==> src/inc/rpc_pkg.sv <==
/*
  Package of the railroad preemption supervisor: constants, register map,
  state enumeration and the signal, alarm and bus carriers.
  Assumes a 50 MHz system clock.
*/
package rpc_pkg;

  // System clock rate and timing base
  localparam int unsigned CLK_HZ         = 50_000_000;
  localparam int unsigned FAIL_TIME_MS   = 1000;   // Input equality limit
  localparam int unsigned VERIFY_TIME_MS = 1000;   // Longest gap between signature checks
  localparam int unsigned MAX_TCG_S      = 8;      // Max time to track clearance green
  localparam int unsigned FAIL_CYC       = (CLK_HZ / 1000) * FAIL_TIME_MS;
  localparam int unsigned VERIFY_CYC     = (CLK_HZ / 1000) * VERIFY_TIME_MS;
  localparam int unsigned MAX_TCG_CYC    = CLK_HZ * MAX_TCG_S;

  // Default durations in cycles (module parameters shorten them)
  localparam int unsigned TCG_CYC        = CLK_HZ * 10;  // Track clearance green
  localparam int unsigned YEL_CYC        = CLK_HZ * 4;   // Vehicle yellow
  localparam int unsigned RED_CYC        = CLK_HZ * 2;   // Red clearance

  // Register byte addresses
  localparam logic [7:0] ADDR_CTRL  = 8'h00;  // Bit0 run request, other bits ignored
  localparam logic [7:0] ADDR_SIG   = 8'h04;  // Protected data word (signature input)
  localparam logic [7:0] ADDR_STAT  = 8'h08;  // Status and alarms
  localparam logic [7:0] ADDR_CRC   = 8'h0c;  // Computed signature

  // Field positions
  localparam int unsigned CTRL_RUN_BIT = 0;
  localparam int unsigned CTRL_WR_BIT  = 1;

  // Reset values, CRC polynomial and response codes
  localparam logic [15:0] CRC_INIT  = 16'hffff;
  localparam logic [15:0] CRC_POLY  = 16'h1021;
  localparam logic [1:0]  RESP_OK   = 2'h0;
  localparam logic [1:0]  RESP_SLV  = 2'h2;
  localparam logic [5:0]  SYNC_IDLE = 6'h26;  // Pins at rest: loop, supervision, secondary high

  // Sequence of the preemption engine
  typedef enum logic [2:0] {
    RPC_NORMAL,
    RPC_YELLOW,
    RPC_RED,
    RPC_TCG,
    RPC_TCR,
    RPC_HOLD,
    RPC_FLASH
  } rpc_state_t;

  // Signal outputs toward load switches
  typedef struct packed {
    logic tcg;        // Track clearance green on
    logic yellow;     // Vehicle yellow on
    logic red;        // Red on
    logic ped_fdw;    // Flashing don't walk
    logic flash_n;    // Inverted flash output (low = flash)
  } rpc_sig_t;

  // Alarms
  typedef struct packed {
    logic sup_fail;
    logic input_fail;
    logic crc_fail;
    logic loop_fail;
    logic flash;
  } rpc_alarm_t;

  // AXI4-Lite request and response carriers
  typedef struct packed {
    logic        awvalid;
    logic [7:0]  awaddr;
    logic        wvalid;
    logic [31:0] wdata;
    logic [3:0]  wstrb;
    logic        bready;
    logic        arvalid;
    logic [7:0]  araddr;
    logic        rready;
  } rpc_axi_req_t;

  typedef struct packed {
    logic        awready;
    logic        wready;
    logic        bvalid;
    logic [1:0]  bresp;
    logic        arready;
    logic        rvalid;
    logic [31:0] rdata;
    logic [1:0]  rresp;
  } rpc_axi_rsp_t;

endpackage : rpc_pkg

==> src/logic/rpc_top.sv <==
/*
  Railroad preemption and safety supervisor of a traffic signal controller.
  Assumes pin inputs asynchronous to clk_i, AXI4-Lite master on clk_i.
*/
// The AXI4-Lite interface to the registers and the address map were decided locally.
// Summary of operation
// - Up to six preempt demands served by fixed priority; activation fails safe. Only the railroad demand is served here; low_pre_i is not decoded.
// - Each new railroad demand reserves track clearance green after current clearances.
// - Pedestrian flashing don't walk runs with and as long as the yellow.
// - Momentary test input calls the railroad routine like a real demand.
// - Normal operation only while series loop complete; open loop forces flash.
// - Failed interconnect: one track clearance green, flash after its red, latched.
// - Supervision component failures are treated as failures, fail safe.
// - Any interconnect failure raises a supervisory failure alarm.
// - Flash output is inverted so non-railroad controllers cannot run signals.
// - Loop component removal gives flashing red, latched until manual reset.
// - 16-bit signature of protected data checked at least once per second.
// - Signature mismatch forces all-red flash, CRC alarm, manual restart.
// - Protected writes only in flash; restart and verify before operation.
// - Primary and secondary preempt inputs are complementary from the cabinet.
// - Inputs equal over one second: input failure, clearance, flash, alarm.
// - Track clearance green within the maximum time, then a full interval.
// - Demand dropped and reapplied during sequence restarts full track clearance.
// - Repeated demands served without limit, built in.
// - Supervisory preemptor beats railroad, railroad beats all other preempts. There is no supervisory preemptor here, and low_pre_i is not decoded.
`timescale 1ns/10ps

module rpc_top
  import rpc_pkg::*;
#(
  parameter int unsigned TCG_N    = rpc_pkg::TCG_CYC,
  parameter int unsigned YEL_N    = rpc_pkg::YEL_CYC,
  parameter int unsigned RED_N    = rpc_pkg::RED_CYC,
  parameter int unsigned FAIL_N   = rpc_pkg::FAIL_CYC,
  parameter int unsigned VERIFY_N = rpc_pkg::VERIFY_CYC,
  parameter int unsigned MAXTCG_N = rpc_pkg::MAX_TCG_CYC
) (
  // Clock and reset
  input  wire logic                clk_i,
  input  wire logic                srst_i,
  // Cabinet pins
  input  wire logic                pre_pri_i,     // Primary railroad demand
  input  wire logic                pre_sec_i,     // Secondary, on when idle
  input  wire logic                sup_ok_i,      // Interconnect supervision good
  input  wire logic                sup_chk_i,     // Supervision self check tone
  input  wire logic                test_i,        // Cabinet test switch
  input  wire logic                loop_ok_i,     // 24 V series loop complete
  input  wire logic                man_reset_i,   // Manual reset
  input  wire logic [3:0]          low_pre_i,     // Emergency, bus and other preempts
  input  wire logic [15:0]         hw_sig_i,      // Hardwired signature
  // Register bus
  input  wire rpc_pkg::rpc_axi_req_t axi_i,
  output rpc_pkg::rpc_axi_rsp_t    axi_o,
  // Signal and alarm outputs
  output rpc_pkg::rpc_sig_t        sig_o,
  output rpc_pkg::rpc_alarm_t      alarm_o,
  output logic                     relay_o        // Interface relay energized
);
  import rpc_pkg::*;

  // CRC-16 step over one 16-bit word
  function automatic logic [15:0] crc_step(input logic [15:0] c, input logic [15:0] d);
    logic [15:0] r;
    r = c;
    for (int i = 15; i >= 0; i--) begin
      r = (r[15] ^ d[i]) ? ((r << 1) ^ CRC_POLY) : (r << 1);
    end
    return r;
  endfunction : crc_step

  typedef struct packed {
    logic [5:0]   s1;       // First sync stage of the six pin bits
    logic [5:0]   s2;       // Second sync stage
    logic         man1;     // Manual reset, first sync stage
    logic         man2;     // Manual reset, second sync stage
    logic [15:0]  sig1;
    logic [15:0]  sig2;
    rpc_state_t   st;
    logic [31:0]  tmr;      // Interval timer
    logic [31:0]  mis;      // Time primary and secondary are equal
    logic [31:0]  ver;      // Signature check timer
    logic [31:0]  tcg_wait; // Time since demand without track green
    logic [7:0]   sup_cnt;  // Cycles since last supervision toggle
    logic         sup_prev;
    logic         dem_prev;
    logic         reserve;  // Pending track clearance reservice
    logic         fault_exit; // Flash at end of track clearance red
    logic [15:0]  crc;
    logic         restart_req; // Manual restart outstanding
    logic         run;
    rpc_alarm_t   alarm;
    logic         aw_got;
    logic         w_got;
    logic [7:0]   awa;
    logic [31:0]  wd;
    rpc_axi_rsp_t rsp;
    rpc_sig_t     sig;
    logic         relay;
  } rpc_regs_t;

  rpc_regs_t q;
  rpc_regs_t next_q;

  logic pri, sec, sup, chk, tst, loop;
  logic demand, in_fail, sup_fail, flt_any;

  // Synchronised pin view
  assign pri  = q.s2[0];
  assign sec  = q.s2[1];
  assign sup  = q.s2[2];
  assign chk  = q.s2[3];
  assign tst  = q.s2[4];
  assign loop = q.s2[5];

  // Railroad demand from primary input or test switch
  assign demand   = (pri & ~sec) | tst;
  assign in_fail  = (pri == sec);
  // Supervision fails on bad cable or stalled self check
  assign sup_fail = ~sup | (q.sup_cnt == 8'hff);
  assign flt_any  = q.alarm.sup_fail | q.alarm.input_fail | q.alarm.crc_fail
                    | q.alarm.loop_fail;

  // Next state
  always_comb begin
    next_q = q;
    next_q.s1   = {loop_ok_i, test_i, sup_chk_i, sup_ok_i, pre_sec_i, pre_pri_i};
    next_q.s2   = q.s1;
    next_q.man1 = man_reset_i;
    next_q.man2 = q.man1;
    next_q.sig1 = hw_sig_i;
    next_q.sig2 = q.sig1;
    next_q.dem_prev = demand;
    next_q.sup_prev = chk;
    next_q.sup_cnt  = (chk != q.sup_prev) ? 8'h00
                      : ((q.sup_cnt == 8'hff) ? q.sup_cnt : q.sup_cnt + 8'h01);
    next_q.tmr = (q.tmr == 32'h0) ? 32'h0 : q.tmr - 32'h1;

    // Input verification timer
    if (in_fail) begin
      next_q.mis = q.mis + 32'h1;
    end else begin
      next_q.mis = 32'h0;
    end
    if (q.mis >= FAIL_N) begin
      next_q.alarm.input_fail = 1'b1;
    end
    if (sup_fail) begin
      next_q.alarm.sup_fail = 1'b1;
    end
    if (!loop) begin
      next_q.alarm.loop_fail = 1'b1;
    end

    // Signature verification in run mode
    next_q.ver = (q.ver >= VERIFY_N - 1) ? 32'h0 : q.ver + 32'h1;
    if (q.run && q.ver == 32'h0 && q.crc != q.sig2) begin
      next_q.alarm.crc_fail = 1'b1;
    end

    // Manual reset clears only faults that are no longer present
    if (q.man2) begin
      if (sup && q.sup_cnt != 8'hff) next_q.alarm.sup_fail = 1'b0;
      if (!in_fail && q.mis < FAIL_N) next_q.alarm.input_fail = 1'b0; // Set wins
      if (loop) next_q.alarm.loop_fail = 1'b0;
      if (q.crc == q.sig2) next_q.alarm.crc_fail = 1'b0;
    end

    // Reservice on each new demand; a clear in the sequence below wins
    if (demand && !q.dem_prev) begin
      next_q.reserve = 1'b1;
    end
    // Failed input or cable: one last track clearance then flash
    if ((sup_fail || q.mis >= FAIL_N) && q.st != RPC_FLASH) begin
      if (!q.fault_exit) next_q.reserve = 1'b1;
      next_q.fault_exit = 1'b1;
    end
    next_q.tcg_wait = (q.reserve && q.st != RPC_TCG) ? q.tcg_wait + 32'h1 : 32'h0;

    // Sequence
    case (q.st)
      RPC_NORMAL: begin
        if (q.alarm.crc_fail || q.alarm.loop_fail || !q.run) begin
          next_q.st = RPC_FLASH;
        end else if (q.reserve) begin
          next_q.st  = RPC_YELLOW;
          next_q.tmr = YEL_N - 32'h1; // Timer runs down to zero inclusive
        end
      end
      RPC_YELLOW: begin
        if (q.tmr == 32'h0) begin
          next_q.st  = RPC_RED;
          next_q.tmr = RED_N - 32'h1;
        end
      end
      RPC_RED: begin
        if (q.tmr == 32'h0 || q.tcg_wait >= MAXTCG_N) begin
          next_q.st      = RPC_TCG;
          next_q.tmr     = TCG_N - 32'h1;
          next_q.reserve = 1'b0;
        end
      end
      RPC_TCG: begin
        if (q.reserve) begin
          next_q.tmr     = TCG_N - 32'h1;
          next_q.reserve = 1'b0;
        end else if (q.tmr == 32'h0) begin
          next_q.st  = RPC_TCR;
          next_q.tmr = RED_N - 32'h1;
        end
      end
      RPC_TCR: begin
        if (q.tmr == 32'h0) begin
          next_q.st = q.fault_exit ? RPC_FLASH : RPC_HOLD;
        end
      end
      RPC_HOLD: begin
        if (q.reserve) begin
          next_q.st  = RPC_YELLOW;
          next_q.tmr = YEL_N - 32'h1;
        end else if (!demand) begin
          next_q.st = RPC_NORMAL;
        end
      end
      RPC_FLASH: begin
        if (q.reserve && !q.fault_exit && q.run && !flt_any) begin
          next_q.st = RPC_NORMAL;
        end
        if (!flt_any) next_q.fault_exit = 1'b0;
        next_q.reserve = 1'b0;
      end
      default: next_q.st = RPC_FLASH;
    endcase
    if (next_q.st == RPC_FLASH && q.st != RPC_FLASH) begin
      next_q.run = 1'b0;
    end
    if (q.st == RPC_FLASH && q.run && !flt_any) begin
      next_q.st = RPC_NORMAL;
    end

    // AXI4-Lite write
    if (axi_i.awvalid && q.rsp.awready) begin
      next_q.aw_got      = 1'b1;
      next_q.awa         = axi_i.awaddr;
      next_q.rsp.awready = 1'b0;
    end
    if (axi_i.wvalid && q.rsp.wready) begin
      next_q.w_got     = 1'b1;
      next_q.wd        = axi_i.wdata;
      next_q.rsp.wready = 1'b0;
    end
    if (q.aw_got && q.w_got && !q.rsp.bvalid) begin
      next_q.rsp.bvalid = 1'b1;
      next_q.rsp.bresp  = RESP_OK;
      next_q.aw_got     = 1'b0;
      next_q.w_got      = 1'b0;
      case (q.awa)
        ADDR_CTRL: begin
          // Restart allowed only in flash with matching signature
          if (q.wd[CTRL_RUN_BIT] && q.st == RPC_FLASH && q.crc == q.sig2 && !flt_any) begin
            next_q.run = 1'b1;
          end else if (!q.wd[CTRL_RUN_BIT]) begin
            next_q.run = 1'b0;
          end
        end
        ADDR_SIG: begin
          if (q.st == RPC_FLASH && !q.run) begin
            next_q.crc = crc_step(q.crc, q.wd[15:0]);
          end else begin
            next_q.rsp.bresp = RESP_SLV;
          end
        end
        ADDR_CRC: begin
          if (q.st == RPC_FLASH && !q.run) begin
            next_q.crc = CRC_INIT;
          end else begin
            next_q.rsp.bresp = RESP_SLV;
          end
        end
        default: next_q.rsp.bresp = RESP_SLV;
      endcase
    end
    if (q.rsp.bvalid && axi_i.bready) begin
      next_q.rsp.bvalid  = 1'b0;
      next_q.rsp.awready = 1'b1;
      next_q.rsp.wready  = 1'b1;
    end

    // AXI4-Lite read
    if (axi_i.arvalid && q.rsp.arready) begin
      next_q.rsp.arready = 1'b0;
      next_q.rsp.rvalid  = 1'b1;
      next_q.rsp.rresp   = RESP_OK;
      case (axi_i.araddr)
        ADDR_CTRL: next_q.rsp.rdata = {31'h0, q.run};
        ADDR_STAT: next_q.rsp.rdata = {21'h0, q.st, q.reserve, q.fault_exit, q.relay,
                                       q.alarm};
        ADDR_CRC:  next_q.rsp.rdata = {q.sig2, q.crc};
        ADDR_SIG:  next_q.rsp.rdata = 32'h0;
        default: begin
          next_q.rsp.rdata = 32'h0;
          next_q.rsp.rresp = RESP_SLV;
        end
      endcase
    end
    if (q.rsp.rvalid && axi_i.rready) begin
      next_q.rsp.rvalid  = 1'b0;
      next_q.rsp.arready = 1'b1;
    end

    // Outputs from next state; relay from demand and loop
    next_q.sig.tcg     = (next_q.st == RPC_TCG);
    next_q.sig.yellow  = (next_q.st == RPC_YELLOW);
    next_q.sig.ped_fdw = (next_q.st == RPC_YELLOW);
    next_q.sig.red     = (next_q.st == RPC_RED) || (next_q.st == RPC_TCR)
                         || (next_q.st == RPC_FLASH);
    next_q.sig.flash_n = (next_q.st != RPC_FLASH);
    next_q.alarm.flash = (next_q.st == RPC_FLASH);
    next_q.relay       = !demand && loop;
  end

  // State register
  always_ff @(posedge clk_i) begin
    if (srst_i) begin
      q             <= '0;
      q.st          <= RPC_FLASH;
      q.crc         <= CRC_INIT;
      q.s1          <= SYNC_IDLE; // No false fault right after reset
      q.s2          <= SYNC_IDLE;
      q.rsp.awready <= 1'b1;
      q.rsp.wready  <= 1'b1;
      q.rsp.arready <= 1'b1;
      q.sig.red     <= 1'b1;
      q.alarm.flash <= 1'b1;
    end else begin
      q <= next_q;
    end
  end

  assign axi_o   = q.rsp;
  assign sig_o   = q.sig;
  assign alarm_o = q.alarm;
  assign relay_o = q.relay;

  // Flashing don't walk only together with yellow
  a_fdw_with_yel: assert property (@(posedge clk_i) disable iff (srst_i)
    sig_o.ped_fdw |-> sig_o.yellow)
    else $error("flashing dont walk outside yellow");

  // Flash output low whenever flashing red
  a_flash_inv: assert property (@(posedge clk_i) disable iff (srst_i)
    alarm_o.flash |-> (!sig_o.flash_n && sig_o.red))
    else $error("flash output not inverted");

  // CRC alarm forces flash soon after
  a_crc_flash: assert property (@(posedge clk_i) disable iff (srst_i)
    $rose(q.alarm.crc_fail) |-> ##[1:3] alarm_o.flash)
    else $error("crc failure without flash");

  // Loop alarm forces flash outside track clearance sequence
  a_loop_flash: assert property (@(posedge clk_i) disable iff (srst_i)
    (q.alarm.loop_fail && q.st == RPC_NORMAL) |=> alarm_o.flash)
    else $error("open loop without flash");

  // Green follows yellow and red
  a_tcg_entry: assert property (@(posedge clk_i) disable iff (srst_i)
    $rose(sig_o.tcg) |-> $past(q.st) == RPC_RED)
    else $error("track green without clearance");

  // Signals only run when the run latch is set
  a_run_gate: assert property (@(posedge clk_i) disable iff (srst_i)
    (q.st == RPC_NORMAL) |-> $past(q.run))
    else $error("normal operation without restart");

  // Supervision fault raises alarm
  a_sup_alarm: assert property (@(posedge clk_i) disable iff (srst_i)
    (!sup) |=> q.alarm.sup_fail)
    else $error("supervision fault without alarm");

  // Fault exit ends in flash after clearance red
  a_fault_exit: assert property (@(posedge clk_i) disable iff (srst_i)
    (q.st == RPC_TCR && q.tmr == 32'h0 && q.fault_exit) |=> q.st == RPC_FLASH)
    else $error("fault exit missed flash");

endmodule : rpc_top

==> config.mk <==
export PLATFORM = sky130hd
export DESIGN_NAME = rpc_top
export DESIGN_NICKNAME = d
export VERILOG_FILES = /design/src/inc/rpc_pkg.sv /design/src/logic/rpc_top.sv
export SDC_FILE = /design/constraint.sdc
export NUM_CORES = 1
export LEC_CHECK = 0
export ABC_CLOCK_PERIOD_IN_PS = 7210
export BUFFER_PORTS_ARGS = -buffer_cell sky130_fd_sc_hd__buf_2
export CAP_MARGIN = 20
export CORE_MARGIN = 2
export CORE_UTILIZATION = 35
export CTS_CLUSTER_DIAMETER = 120
export DETAILED_ROUTE_END_ITERATION = 8
export GPL_ROUTABILITY_DRIVEN = 0
export GPL_TIMING_DRIVEN = 0
export PLACE_DENSITY_LB_ADDON = 0.3
export SYNTH_ARGS = -nofsm -noshare
export SYNTH_HDL_FRONTEND = slang
export SYNTH_SLANG_ARGS = --single-unit
export TNS_END_PERCENT = 50
==> constraint.sdc <==
create_clock -name clk_i -period 7.21 [get_ports clk_i]
set_input_delay 1.442 -clock clk_i [delete_from_list [all_inputs] [get_ports clk_i]]
set_output_delay 1.442 -clock clk_i [all_outputs]
set_load 0.01 [all_outputs]
## Word level (Yosys, flattened, before mapping)

Cells that the tools add are included.

| cells by class | value |
|---|---|
| $add $sub $neg | 5 |
| magnitude comparators | 4 |
| equality and inequality tests | 28 |
| multiplexer cells | 63 |
| bitwise logic cells | 42 |
| reduce and logical (&&, ||, !) cells | 54 |

Operator list:

| kind | count |
|---|---|
| 2-to-1 mux 13 bit | 16 |
| case mux 32 bit (5 select lines) | 1 |
| 2-to-1 mux 35 bit | 4 |
| 2-to-1 mux 32 bit | 4 |
| adder 32 x 1 -> 32 bit (second input constant) | 3 |
| case mux 32 bit (3 select lines) | 1 |
| greater-or-equal comparator 32 x 26 -> 1 bit (second input constant) | 2 |
| zero test 32 bit | 2 |
| inverter 3 bit | 16 |
| greater-or-equal comparator 32 x 29 -> 1 bit (second input constant) | 1 |
| < comparator 32 x 26 -> 1 bit (second input constant) | 1 |
| 2-to-1 mux 16 bit | 2 |
| case mux 16 bit (2 select lines) | 1 |
| subtractor 32 x 1 -> 32 bit (second input constant) | 1 |
| logical AND 1 bit | 25 |
| equality test 8 x 4 -> 1 bit (second input constant) | 3 |
| 2-to-1 mux 3 bit | 7 |
| case mux 3 bit (7 select lines) | 1 |
| 2-to-1 mux 1 bit | 19 |
| equality test 3 bit (second input constant) | 6 |
| equality test 16 bit | 1 |
| equality test 8 x 3 -> 1 bit (second input constant) | 2 |
| zero test 8 bit | 2 |
| inequality test 16 bit | 1 |
| other kinds (25) | 74 |

| word-level totals | value |
|---|---|
| flip-flop bits (word level) | 283 |
| input port bits | 86 |
| output and inout bits | 52 |
| word-level logic and storage cells | 236 |

## Logic depth before layout (Yosys ltp)

Gate-level depths: netlist of run 1.

| logic depth | value |
|---|---|
| depth after elaboration | 34 |
| depth in mapped cells | 11 |

## Worst setup path after synthesis of run 1

Ideal clock, no wire load.

| timing | value |
|---|---|
| kind | input -> register |
| start point | input port axi_i[6] (netlist bit) |
| end point | register q, in the netlist axi_o[13] |
| library setup time | 0.065 ns |
| arrival time | 2.928 ns |
| path slack | 4.217 ns |
| stages | 7 |
| buffers on the path | 1 |
| path through | or4_1 > nor3_1 > nand4_1 > nor2_1 > clkbuf_1 > a22oi_1 > nor2_1 |

| on the way | value |
|---|---|
| longest elaborated chain between the ends | 2 |

Ends and longest elaborated chain:

| element | RTL line | RTL |
|---|---|---|
| from (decl) | rpc_top.sv:52 | `input wire rpc_pkg::rpc_axi_req_t axi_i,` |
| equality test 8 x 4 -> 1 bit / zero test 8 bit (equally long branches) | rpc_top.sv:293 | `case (axi_i.araddr)` |
| case mux 32 bit (3 select lines) (*) | rpc_top.sv:293 |  |
| to (signal assigned) | rpc_top.sv:335 | `q <= next_q;` |
| to (decl) | rpc_top.sv:101 | `rpc_regs_t q;` |

Mark *: on every way between the ends. The rest lies on a longest branch, timed or not.
A chain may end at the register's enable or synchronous reset.

## Worst setup path after layout of run 1

| timing | value |
|---|---|
| start point | input port srst_i |
| end point | register q, in the netlist sig_o[0] |

RTL lines:

| element | RTL line | RTL |
|---|---|---|
| from (decl) | rpc_top.sv:40 | `input wire logic srst_i,` |

No word-level cell between the ends.

==> flow_metrics.env, run 1 <==
export IMPL_status="complete, no violations"
export IMPL_cp_end_kind="register"
export IMPL_avgSynthCellArea_um2=8.63
export IMPL_use_met3=0.0275
export IMPL_wl_per_cell_um=15.0
export IMPL_cts_tree="done"
export IMPL_dp_final_hpwl_um=23400
export IMPL_cap_violations=0
export IMPL_cts_buffers=30
export IMPL_synth_common_cells="281 x dfxtp_1, 185 x nor2_1, 140 x nand2_1"
export IMPL_max_freq_mhz=311
export IMPL_layout_drive_gt1_share=0.151
export IMPL_critical_path_max_stage_delay_ns=0.65
export IMPL_path_class="in -> reg"
export IMPL_fin_nets=1690
export IMPL_ctsResizeCount=0
export IMPL_min_to="q[290]"
export IMPL_syn_inst=1442
export IMPL_preCtsSetupSlack_ns=3.47
export IMPL_peakVddDrop_mv=0.238
export IMPL_worstRegToRegCells=9
export IMPL_hold_depth=1
export IMPL_synth_simple_area_share=0.238
export IMPL_drt_iter0_drc=631
export IMPL_syn_cell_area_um2=12500
export IMPL_synthFlopType="dfxtp_1"
export IMPL_min_from="next_q[290]"
export IMPL_synth_most_common_cell="dfxtp_1"
export IMPL_synth_top_area_frac=0.452
export IMPL_r2r_end="q[246]"
export IMPL_synth_top_family_by_area="simple AND/OR/NAND/NOR gates"
export IMPL_clock_latency_ns=0.56
export IMPL_met1_usage=0.239
export IMPL_io_buffer_count=111
export IMPL_crit_path_start_kind="input pin"
export IMPL_synth_seq_cells=281
export IMPL_dr_total_vias=10200
export IMPL_hold_buffers=0
export IMPL_synth_xor_area_share=0.121
export IMPL_drc=0
export IMPL_hold_viol=0
export IMPL_synth_edf_count=0
export IMPL_cp_slowest_cell="buf_1"
export IMPL_ys_async_sr_fraction=0
export IMPL_path_cells="buf_2 -> clkbuf_1 -> clkbuf_1 -> buf_1 -> a31oi_1"
export IMPL_arrival_ns=3.60
export IMPL_row_count=69
export IMPL_setup_viol=0
export IMPL_postLayoutSetupSlackWorst_ns=4.00
export IMPL_leakagePower_nw=5.71
export IMPL_cts_buffer_depth=3
export IMPL_start_util=0.353
export IMPL_path_buf_inv=4
export IMPL_cp_top_family="buffers and inverters"
export IMPL_ctsRootBufferMaster="clkbuf_16"
export IMPL_synth_adder_area_share=0.0100
export IMPL_post_route_min_period_ns=3.21
export IMPL_grt_remaining_overflow=0
export IMPL_rsz0062_at_grt="false"
export IMPL_grt_pass1_vias=9626
export IMPL_r2r_start="q[220]"
export IMPL_hp_class="reg -> reg"
export IMPL_via_per_inst=4.90
export IMPL_regToRegSetupSlack_ns=4.26
export IMPL_synth_warnings=0
export IMPL_htreeDepth=1
export IMPL_io_pins=138
export IMPL_core_area_um2=35300
export IMPL_grt_busiest_layer="met2"
export IMPL_clock_skew_ns=0.0166
export IMPL_critPathMostFrequentCell="clkbuf_1"
export IMPL_synth_compound_area_frac=0.109
export IMPL_post_route_period_util=0.446
export IMPL_clk_pin_slew_ns=0.06
export IMPL_grt_pass1_wl_um=49700
export IMPL_required_ns=7.59
export IMPL_firstDrtPassIters=6
export IMPL_synth_area_leaders="dfxtp_1 45%, xnor2_1 6.1%, xor2_1 5.6%"
export IMPL_chipWidth_um=193
export IMPL_antenna_found_initial=0
export IMPL_worstPathMaxFanout=10
export IMPL_power_mw=4.34
export IMPL_synth_area_mux_share=0.0107
export IMPL_die_h_um=193
export IMPL_yosysTopAreaCell="dfxtp_1"
export IMPL_final_util=0.417
export IMPL_worst_slew_pin_slew_ns=0.972
export IMPL_syn2layout_area_growth_pct=18.3
export IMPL_ant_nets=0
export IMPL_ys_types=69
export IMPL_slew_headroom=0.350
export IMPL_die_area_um2=37100
export IMPL_use_met2=0.262
export IMPL_cts_sinks=281
export IMPL_slew_violations=0
export IMPL_powerDensity_nw_per_um2=295
export IMPL_antenna_cells=0
export IMPL_grt_max_degree=15
export IMPL_wirelength_um=31200
export IMPL_setup_tns_ns=0
export IMPL_track_usage=0.167
export IMPL_ys_seq_area_frac=0.452
export IMPL_cts_setup_buffers=0
[worst reg2reg max path, delay by kind of cell (launching register included)]
family,cells,cell delay (ns)
adders and majority gates,1,0.19
buffers and inverters,2,0.33
and+or+nand+nor,4,1.39
AOI/OAI and AO/OA,2,0.59
DFF,1,0.33
[logic make-up after synthesis]
family          after synthesis
compound gates              223
xor+xnor                    169
fa+ha+maj                    10
buf+inv                     141
flops                       281
mux                          13
other cells                   1
simple gates                604
[through the flow]
step / cells / cell area, um2 / hold WS (ns)
after floorplan: 1449 / 12500 / 0.389
after global placement: 2021 / 13600 / 0.393
after detailed placement: 2023 / 13600 / 0.400
after CTS: 2079 / 14700 / 0.421
after global routing: 2079 / 14700 / 0.447
final: 2079 / 14700 / 0.417
[cell type report]
| class | instances | area, um2 |
|---|---|---|
| tap | 461 | 577 |
| sequential | 281 | 5630 |
| inverter | 34 | 128 |
| multi-input combinational | 1027 | 6110 |
| clock buffer | 37 | 828 |
| timing repair buffer | 113 | 564 |
| clock inverter | 19 | 284 |
| fill | 3542 | 20600 |
| buffer | 107 | 612 |
[power breakdown]
group,internal [mW],switching [mW]
Clock,1.06,0.644
Combinational,0.374,0.512
Sequential,1.65,0.0909
Total,3.09,1.25
[cell usage in the layout, fill, tap and decap left out, types with 27 or more instances in the layout]
cell type	count
nor3_1	35
nor2b_1	45
dfxtp_1	281
clkbuf_16	31
buf_4	53
xor2_1	80
clkbuf_1	45
nand2_1	140
buf_2	115
nor2_1	185
inv_1	34
nand4_1	27
o21ai_0	45
nand3_1	62
xnor2_1	87
a21oi_1	92
[worst max-delay path by stage]
stage	cells past startpoint	slack [ns]	to	startpoint
after floorplan	7	4.22	axi_o[13]	axi_i[6]
after global placement	5	3.45	sig_o[0]	srst_i
after detailed placement	5	3.47	q[241]	srst_i
after CTS	5	4.04	sig_o[0]	srst_i
after global routing	5	3.91	axi_o[33]	srst_i
final	5	4.00	sig_o[0]	srst_i
[layer usage]
| metal | share of wire | vias to the layer above |
|---|---|---|
| li1 | - | 5158 |
| met1 | 0.49 | 4773 |
| met2 | 0.43 | 221 |
| met3 | 0.054 | 42 |
| met4 | 0.019 | 0 |
| met5 | 0 | - |
[state kept, by name, summed over array words and instances (netlist names)]
register,count
alarm_o,5
relay_o,1
q,206
pri,1
chk,1
loop,1
sig_o,4
next_q,23
axi_o,39
No activity file was read; power rests on OpenSTA's default activity.
==> run 2, diff against run 1 <==
--- a/config.mk
+++ b/config.mk
@@ -5,7 +5,7 @@
 export SDC_FILE = /design/constraint.sdc
 export NUM_CORES = 1
 export LEC_CHECK = 0
-export ABC_CLOCK_PERIOD_IN_PS = 7210
+export ABC_CLOCK_PERIOD_IN_PS = 2900
 export BUFFER_PORTS_ARGS = -buffer_cell sky130_fd_sc_hd__buf_2
 export CAP_MARGIN = 20
 export CORE_MARGIN = 2
==> constraint.sdc (replaced) <==
create_clock -name clk_i -period 2.9 [get_ports clk_i]
set_input_delay 0.58 -clock clk_i [delete_from_list [all_inputs] [get_ports clk_i]]
set_output_delay 0.58 -clock clk_i [all_outputs]
set_load 0.01 [all_outputs]
==> flow_metrics.env, run 2 (synthesis gave the netlist of run 1 again) <==
export IMPL_syn2layout_area_growth_pct=18.5
export IMPL_clock_latency_ns=0.56
export IMPL_track_usage=0.167
export IMPL_antenna_found_initial=0
export IMPL_cts_setup_buffers=0
export IMPL_start_util=0.353
export IMPL_io_buffer_count=111
export IMPL_peakVddDrop_mv=0.592
export IMPL_core_area_um2=35300
export IMPL_max_freq_mhz=361
export IMPL_worstPathMaxFanout=6
export IMPL_drc=0
export IMPL_largest_reg_flops=206
export IMPL_grt_pass1_wl_um=49700
export IMPL_path_class="reg -> reg"
export IMPL_dpl_cell_area_um2=13600
export IMPL_antenna_cells=0
export IMPL_cap_violations=0
export IMPL_cts_tree="done"
export IMPL_setup_viol=0
export IMPL_status="complete, no violations"
export IMPL_slew_violations=0
export IMPL_grt_pass1_vias=9619
export IMPL_leakagePower_nw=5.71
export IMPL_cts_buffers=30
export IMPL_worst_slew_pin_slew_ns=0.973
export IMPL_cp_end_kind="register"
export IMPL_worstRegToRegCells=10
export IMPL_row_count=69
export IMPL_hp_class="in -> reg"
export IMPL_powerDensity_nw_per_um2=734
export IMPL_grt_max_degree=15
export IMPL_grt_remaining_overflow=0
export IMPL_mostFrequentLayoutCells="281 x dfxtp_1, 185 x nor2_1, 139 x nand2_1, 115 x buf_2, 92 x a21oi_1"
export IMPL_post_route_period_util=0.955
export IMPL_cts_sinks=281
export IMPL_die_h_um=193
export IMPL_dr_total_vias=10200
export IMPL_chipWidth_um=193
export IMPL_holdWs_ns=0.214
export IMPL_hold_depth=2
export IMPL_fin_nets=1690
export IMPL_crit_path_start_kind="register"
export IMPL_hold_viol=0
export IMPL_via_per_inst=4.90
export IMPL_post_route_min_period_ns=2.77
export IMPL_design_area_um2=14700
export IMPL_die_area_um2=37100
export IMPL_drt_iter0_drc=591
export IMPL_io_pins=138
export IMPL_layout_drive_gt1_share=0.153
export IMPL_wl_per_cell_um=15.0
export IMPL_required_ns=3.30
export IMPL_firstDrtPassIters=5
export IMPL_arrival_ns=3.18
export IMPL_ant_nets=0
export IMPL_clock_skew_ns=0.0173
export IMPL_cts_buffer_depth=3
export IMPL_wirelength_um=31200
export IMPL_mostFrequentLayoutCell="dfxtp_1"
export IMPL_clk_pin_slew_ns=0.06
export IMPL_dp_final_hpwl_um=23400
export IMPL_fillers=3541
export IMPL_slew_headroom=0.350
export IMPL_top_register="q"
export IMPL_htreeDepth=1
export IMPL_ctsRootBufferMaster="clkbuf_16"
run 2: what timing repair did:
| item | in CTS | in global routing |
|---|---|---|
| gates cloned | 0 | 0 |
| resized for setup | 2 | 2 |
| hold buffers | 0 | 0 |
| endpoints found under the setup margin | 1 | 8 |
run 2: layout make-up:
type                            count  area (um2)  share of cell area
Buffer                            107         612              0.0415
Clock buffer                       37         828              0.0562
Clock inverter                     19         284              0.0193
Inverter                           34         128             0.00865
Multi-Input combinational cell   1027        6130               0.416
Sequential cell                   281        5630               0.381
Tap cell                          461         577              0.0391
Timing Repair Buffer              113         564              0.0383
run 2: routing by layer:
metal  global-route usage  part of all wire
met3               0.0275             0.052
met2                0.262              0.43
met1                0.239              0.50
met4               0.0361             0.018
met5                    0                 0
run 2: final timing paths:
path                             startpoint  slack [ns]           to
worst max-delay path                 q[220]        0.13       q[246]
worst min-delay path              loop_ok_i        0.21  next_q[294]
worst max register to register       q[220]        0.13       q[246]
worst min register to register  next_q[290]        0.42       q[290]
run 2: through the flow:
step	power, mW	cells	worst slack (ns)	setup TNS, ns	utilization
final	10.8	2079	0.129	0	0.418
after global routing	11.3	2079	-0.0146	-0.0146	0.418
after CTS	10.9	2079	0.0448	0	0.417
after detailed placement	6.59	2023	-0.0382	-0.0382	0.386
after global placement	6.55	2021	-0.141	-0.677	0.385
after floorplan	6.06	1449	0.500	0	-
run 2: critical path, cell delays in order (launching register included):
cell	delay [ns]
dfxtp_1	0.33
inv_1	0.10
ha_1	0.19
or3b_2	0.45
clkbuf_1	0.25
nor4_4	0.26
nand2_2	0.17
o21a_1	0.23
and2_1	0.15
a2111oi_0	0.35
o41ai_1	0.15
run 2: power breakdown:
group / total, mW / switching (mW) / internal [mW] / leakage [nW]
Sequential: 4.34 / 0.232 / 4.11 / 2.29
Combinational: 2.24 / 1.30 / 0.939 / 2.89
Clock: 4.25 / 1.60 / 2.65 / 0.538
Total: 10.8 / 3.13 / 7.70 / 5.71
==> run 3, diff against run 2 <==
--- a/config.mk
+++ b/config.mk
@@ -9,12 +9,13 @@
 export BUFFER_PORTS_ARGS = -buffer_cell sky130_fd_sc_hd__buf_2
 export CAP_MARGIN = 20
 export CORE_MARGIN = 2
-export CORE_UTILIZATION = 35
+export CORE_UTILIZATION = 51
 export CTS_CLUSTER_DIAMETER = 120
 export DETAILED_ROUTE_END_ITERATION = 8
 export GPL_ROUTABILITY_DRIVEN = 0
 export GPL_TIMING_DRIVEN = 0
 export PLACE_DENSITY_LB_ADDON = 0.3
+export SETUP_SLACK_MARGIN = 0.2
 export SYNTH_ARGS = -nofsm -noshare
 export SYNTH_HDL_FRONTEND = slang
 export SYNTH_SLANG_ARGS = --single-unit
==> flow_metrics.env, run 3 (synthesis gave the netlist of run 1 again) <==
export IMPL_io_buffer_count=111
export IMPL_fillers=2117
export IMPL_core_area_um2=24200
export IMPL_post_route_min_period_ns=2.59
export IMPL_cts_buffers=30
export IMPL_finalNonFillerCells=1940
export IMPL_fin_nets=1691
export IMPL_leakagePower_nw=5.66
export IMPL_setup_tns_ns=0
export IMPL_holdWs_ns=0.233
export IMPL_ctsRootBufferMaster="clkbuf_16"
export IMPL_die_area_um2=25700
export IMPL_path_class="reg -> reg"
export IMPL_ant_nets=0
export IMPL_grt_max_degree=15
export IMPL_via_per_inst=5.29
export IMPL_firstDrtPassIters=5
export IMPL_grt_remaining_overflow=0
export IMPL_crit_path_start_kind="register"
export IMPL_mostFrequentLayoutCells="281 x dfxtp_1, 185 x nor2_1, 139 x nand2_1, 115 x buf_2, 92 x a21oi_1"
export IMPL_cts_sinks=281
export IMPL_antenna_cells=0
export IMPL_die_h_um=160
export IMPL_internal_power_mw=7.27
export IMPL_drt_iter0_drc=701
export IMPL_arrival_ns=2.99
export IMPL_rsz0062_at_grt="true"
export IMPL_syn2layout_area_growth_pct=16.1
export IMPL_cp_end_kind="register"
export IMPL_wl_per_cell_um=14.9
export IMPL_largest_reg_flops=206
export IMPL_clk_pin_slew_ns=0.06
export IMPL_dp_final_hpwl_um=21000
export IMPL_dpl_cell_count=1885
export IMPL_hold_viol=0
export IMPL_worst_slew_pin_slew_ns=1.14
export IMPL_clock_skew_ns=0.0180
export IMPL_grt_pass1_vias=9546
export IMPL_grt_pass1_wl_um=47100
export IMPL_track_usage=0.221
export IMPL_post_route_period_util=0.894
export IMPL_required_ns=3.30
export IMPL_slew_violations=0
export IMPL_cts_tree="done"
export IMPL_chipWidth_um=160
export IMPL_drc=0
export IMPL_powerDensity_nw_per_um2=715
export IMPL_top_register="q"
export IMPL_switching_share=0.297
export IMPL_combPwrFrac=0.221
export IMPL_dr_total_vias=10300
export IMPL_worstPathMaxFanout=6
export IMPL_clock_latency_ns=0.55
export IMPL_cts_buffer_depth=3
export IMPL_setup_viol=0
export IMPL_htreeDepth=1
export IMPL_max_freq_mhz=386
export IMPL_antenna_found_initial=0
export IMPL_cap_violations=0
export IMPL_status="complete, no violations"
export IMPL_wirelength_um=29000
export IMPL_clockPowerShare=0.358
export IMPL_peakVddDrop_mv=0.503
export IMPL_switching_power_mw=3.07
export IMPL_row_count=57
export IMPL_start_util=0.515
export IMPL_slew_headroom=0.236
export IMPL_io_pins=138
export IMPL_mostFrequentLayoutCell="dfxtp_1"
export IMPL_layout_drive_gt1_share=0.153
export IMPL_hp_class="in -> reg"
export IMPL_seq_power_share=0.421
## run 3: changes by cell type in the layout (fill, tap and decap cells not counted), sizes merged
cell,change
buf,+2
bufinv,-6
clkbuf,+5
clkinv,-1
clkinvlp,-3
inv,+1
## run 3: worst paths after layout
kind / to / start / slack (ns) / cells after the start
worst max-delay path: q[226] / q[137] / 0.31 / 7
worst min-delay path: axi_o[39] / axi_i[47] / 0.23 / 2
worst max register to register: q[226] / q[137] / 0.31 / 7
worst min register to register: q[290] / next_q[290] / 0.41 / 1
## run 3: layout make-up
type | instances | area (um2) | area share
timing repair buffer | 114 | 574 | 0.0397
multi-input combinational | 1027 | 6140 | 0.425
tap | 324 | 405 | 0.0280
clock inverter | 10 | 83.8 | 0.00580
sequential | 281 | 5630 | 0.389
buffer | 107 | 613 | 0.0424
inverter | 34 | 128 | 0.00883
clock buffer | 43 | 881 | 0.0609
## run 3: timing repair
item | in CTS | in global routing
gates resized for setup | 6 | 6
setup endpoints to repair | 12 | 13
pin swaps | 1 | 1
hold buffers | 0 | 0
buffers inserted | 2 | 0
## run 3: power groups by stage
stage | registers (mW) | clock network (mW) | logic (mW)
after global routing | 4.38 | 3.93 | 2.49
after global placement | 4.41 | 0 | 2.11
after CTS | 4.34 | 3.76 | 2.23
final | 4.35 | 3.70 | 2.28
after detailed placement | 4.42 | 0 | 2.14
after floorplan | 4.36 | 0 | 1.69
## run 3: per-layer routing
layer	vias up	share of wire	track usage
li1	5164	-	-
met1	4702	0.47	0.309
met2	343	0.44	0.354
met3	60	0.068	0.0369
met4	0	0.023	0.0581
met5	-	0	0
## run 3: through the flow
stage / util / power [mW] / instance area [um2] / setup slack (ns)
final: 0.598 / 10.3 / 14500 / 0.307
after global routing: 0.598 / 10.8 / 14500 / 0.178
after CTS: 0.597 / 10.3 / 14400 / 0.140
after detailed placement: 0.556 / 6.56 / 13400 / -0.0634
after global placement: 0.556 / 6.51 / 13400 / 0.0291
after floorplan: - / 6.06 / 12500 / 0.500
## run 3: worst max-delay path: stages, from the launching register on
cell and delay, ns:
dfxtp_1 0.35, or4_1 0.53, o211ai_1 0.21, a211o_1 0.24, a21oi_1 0.16, o2bb2a_1 0.36, o21ai_1 0.40, o21ai_0 0.19
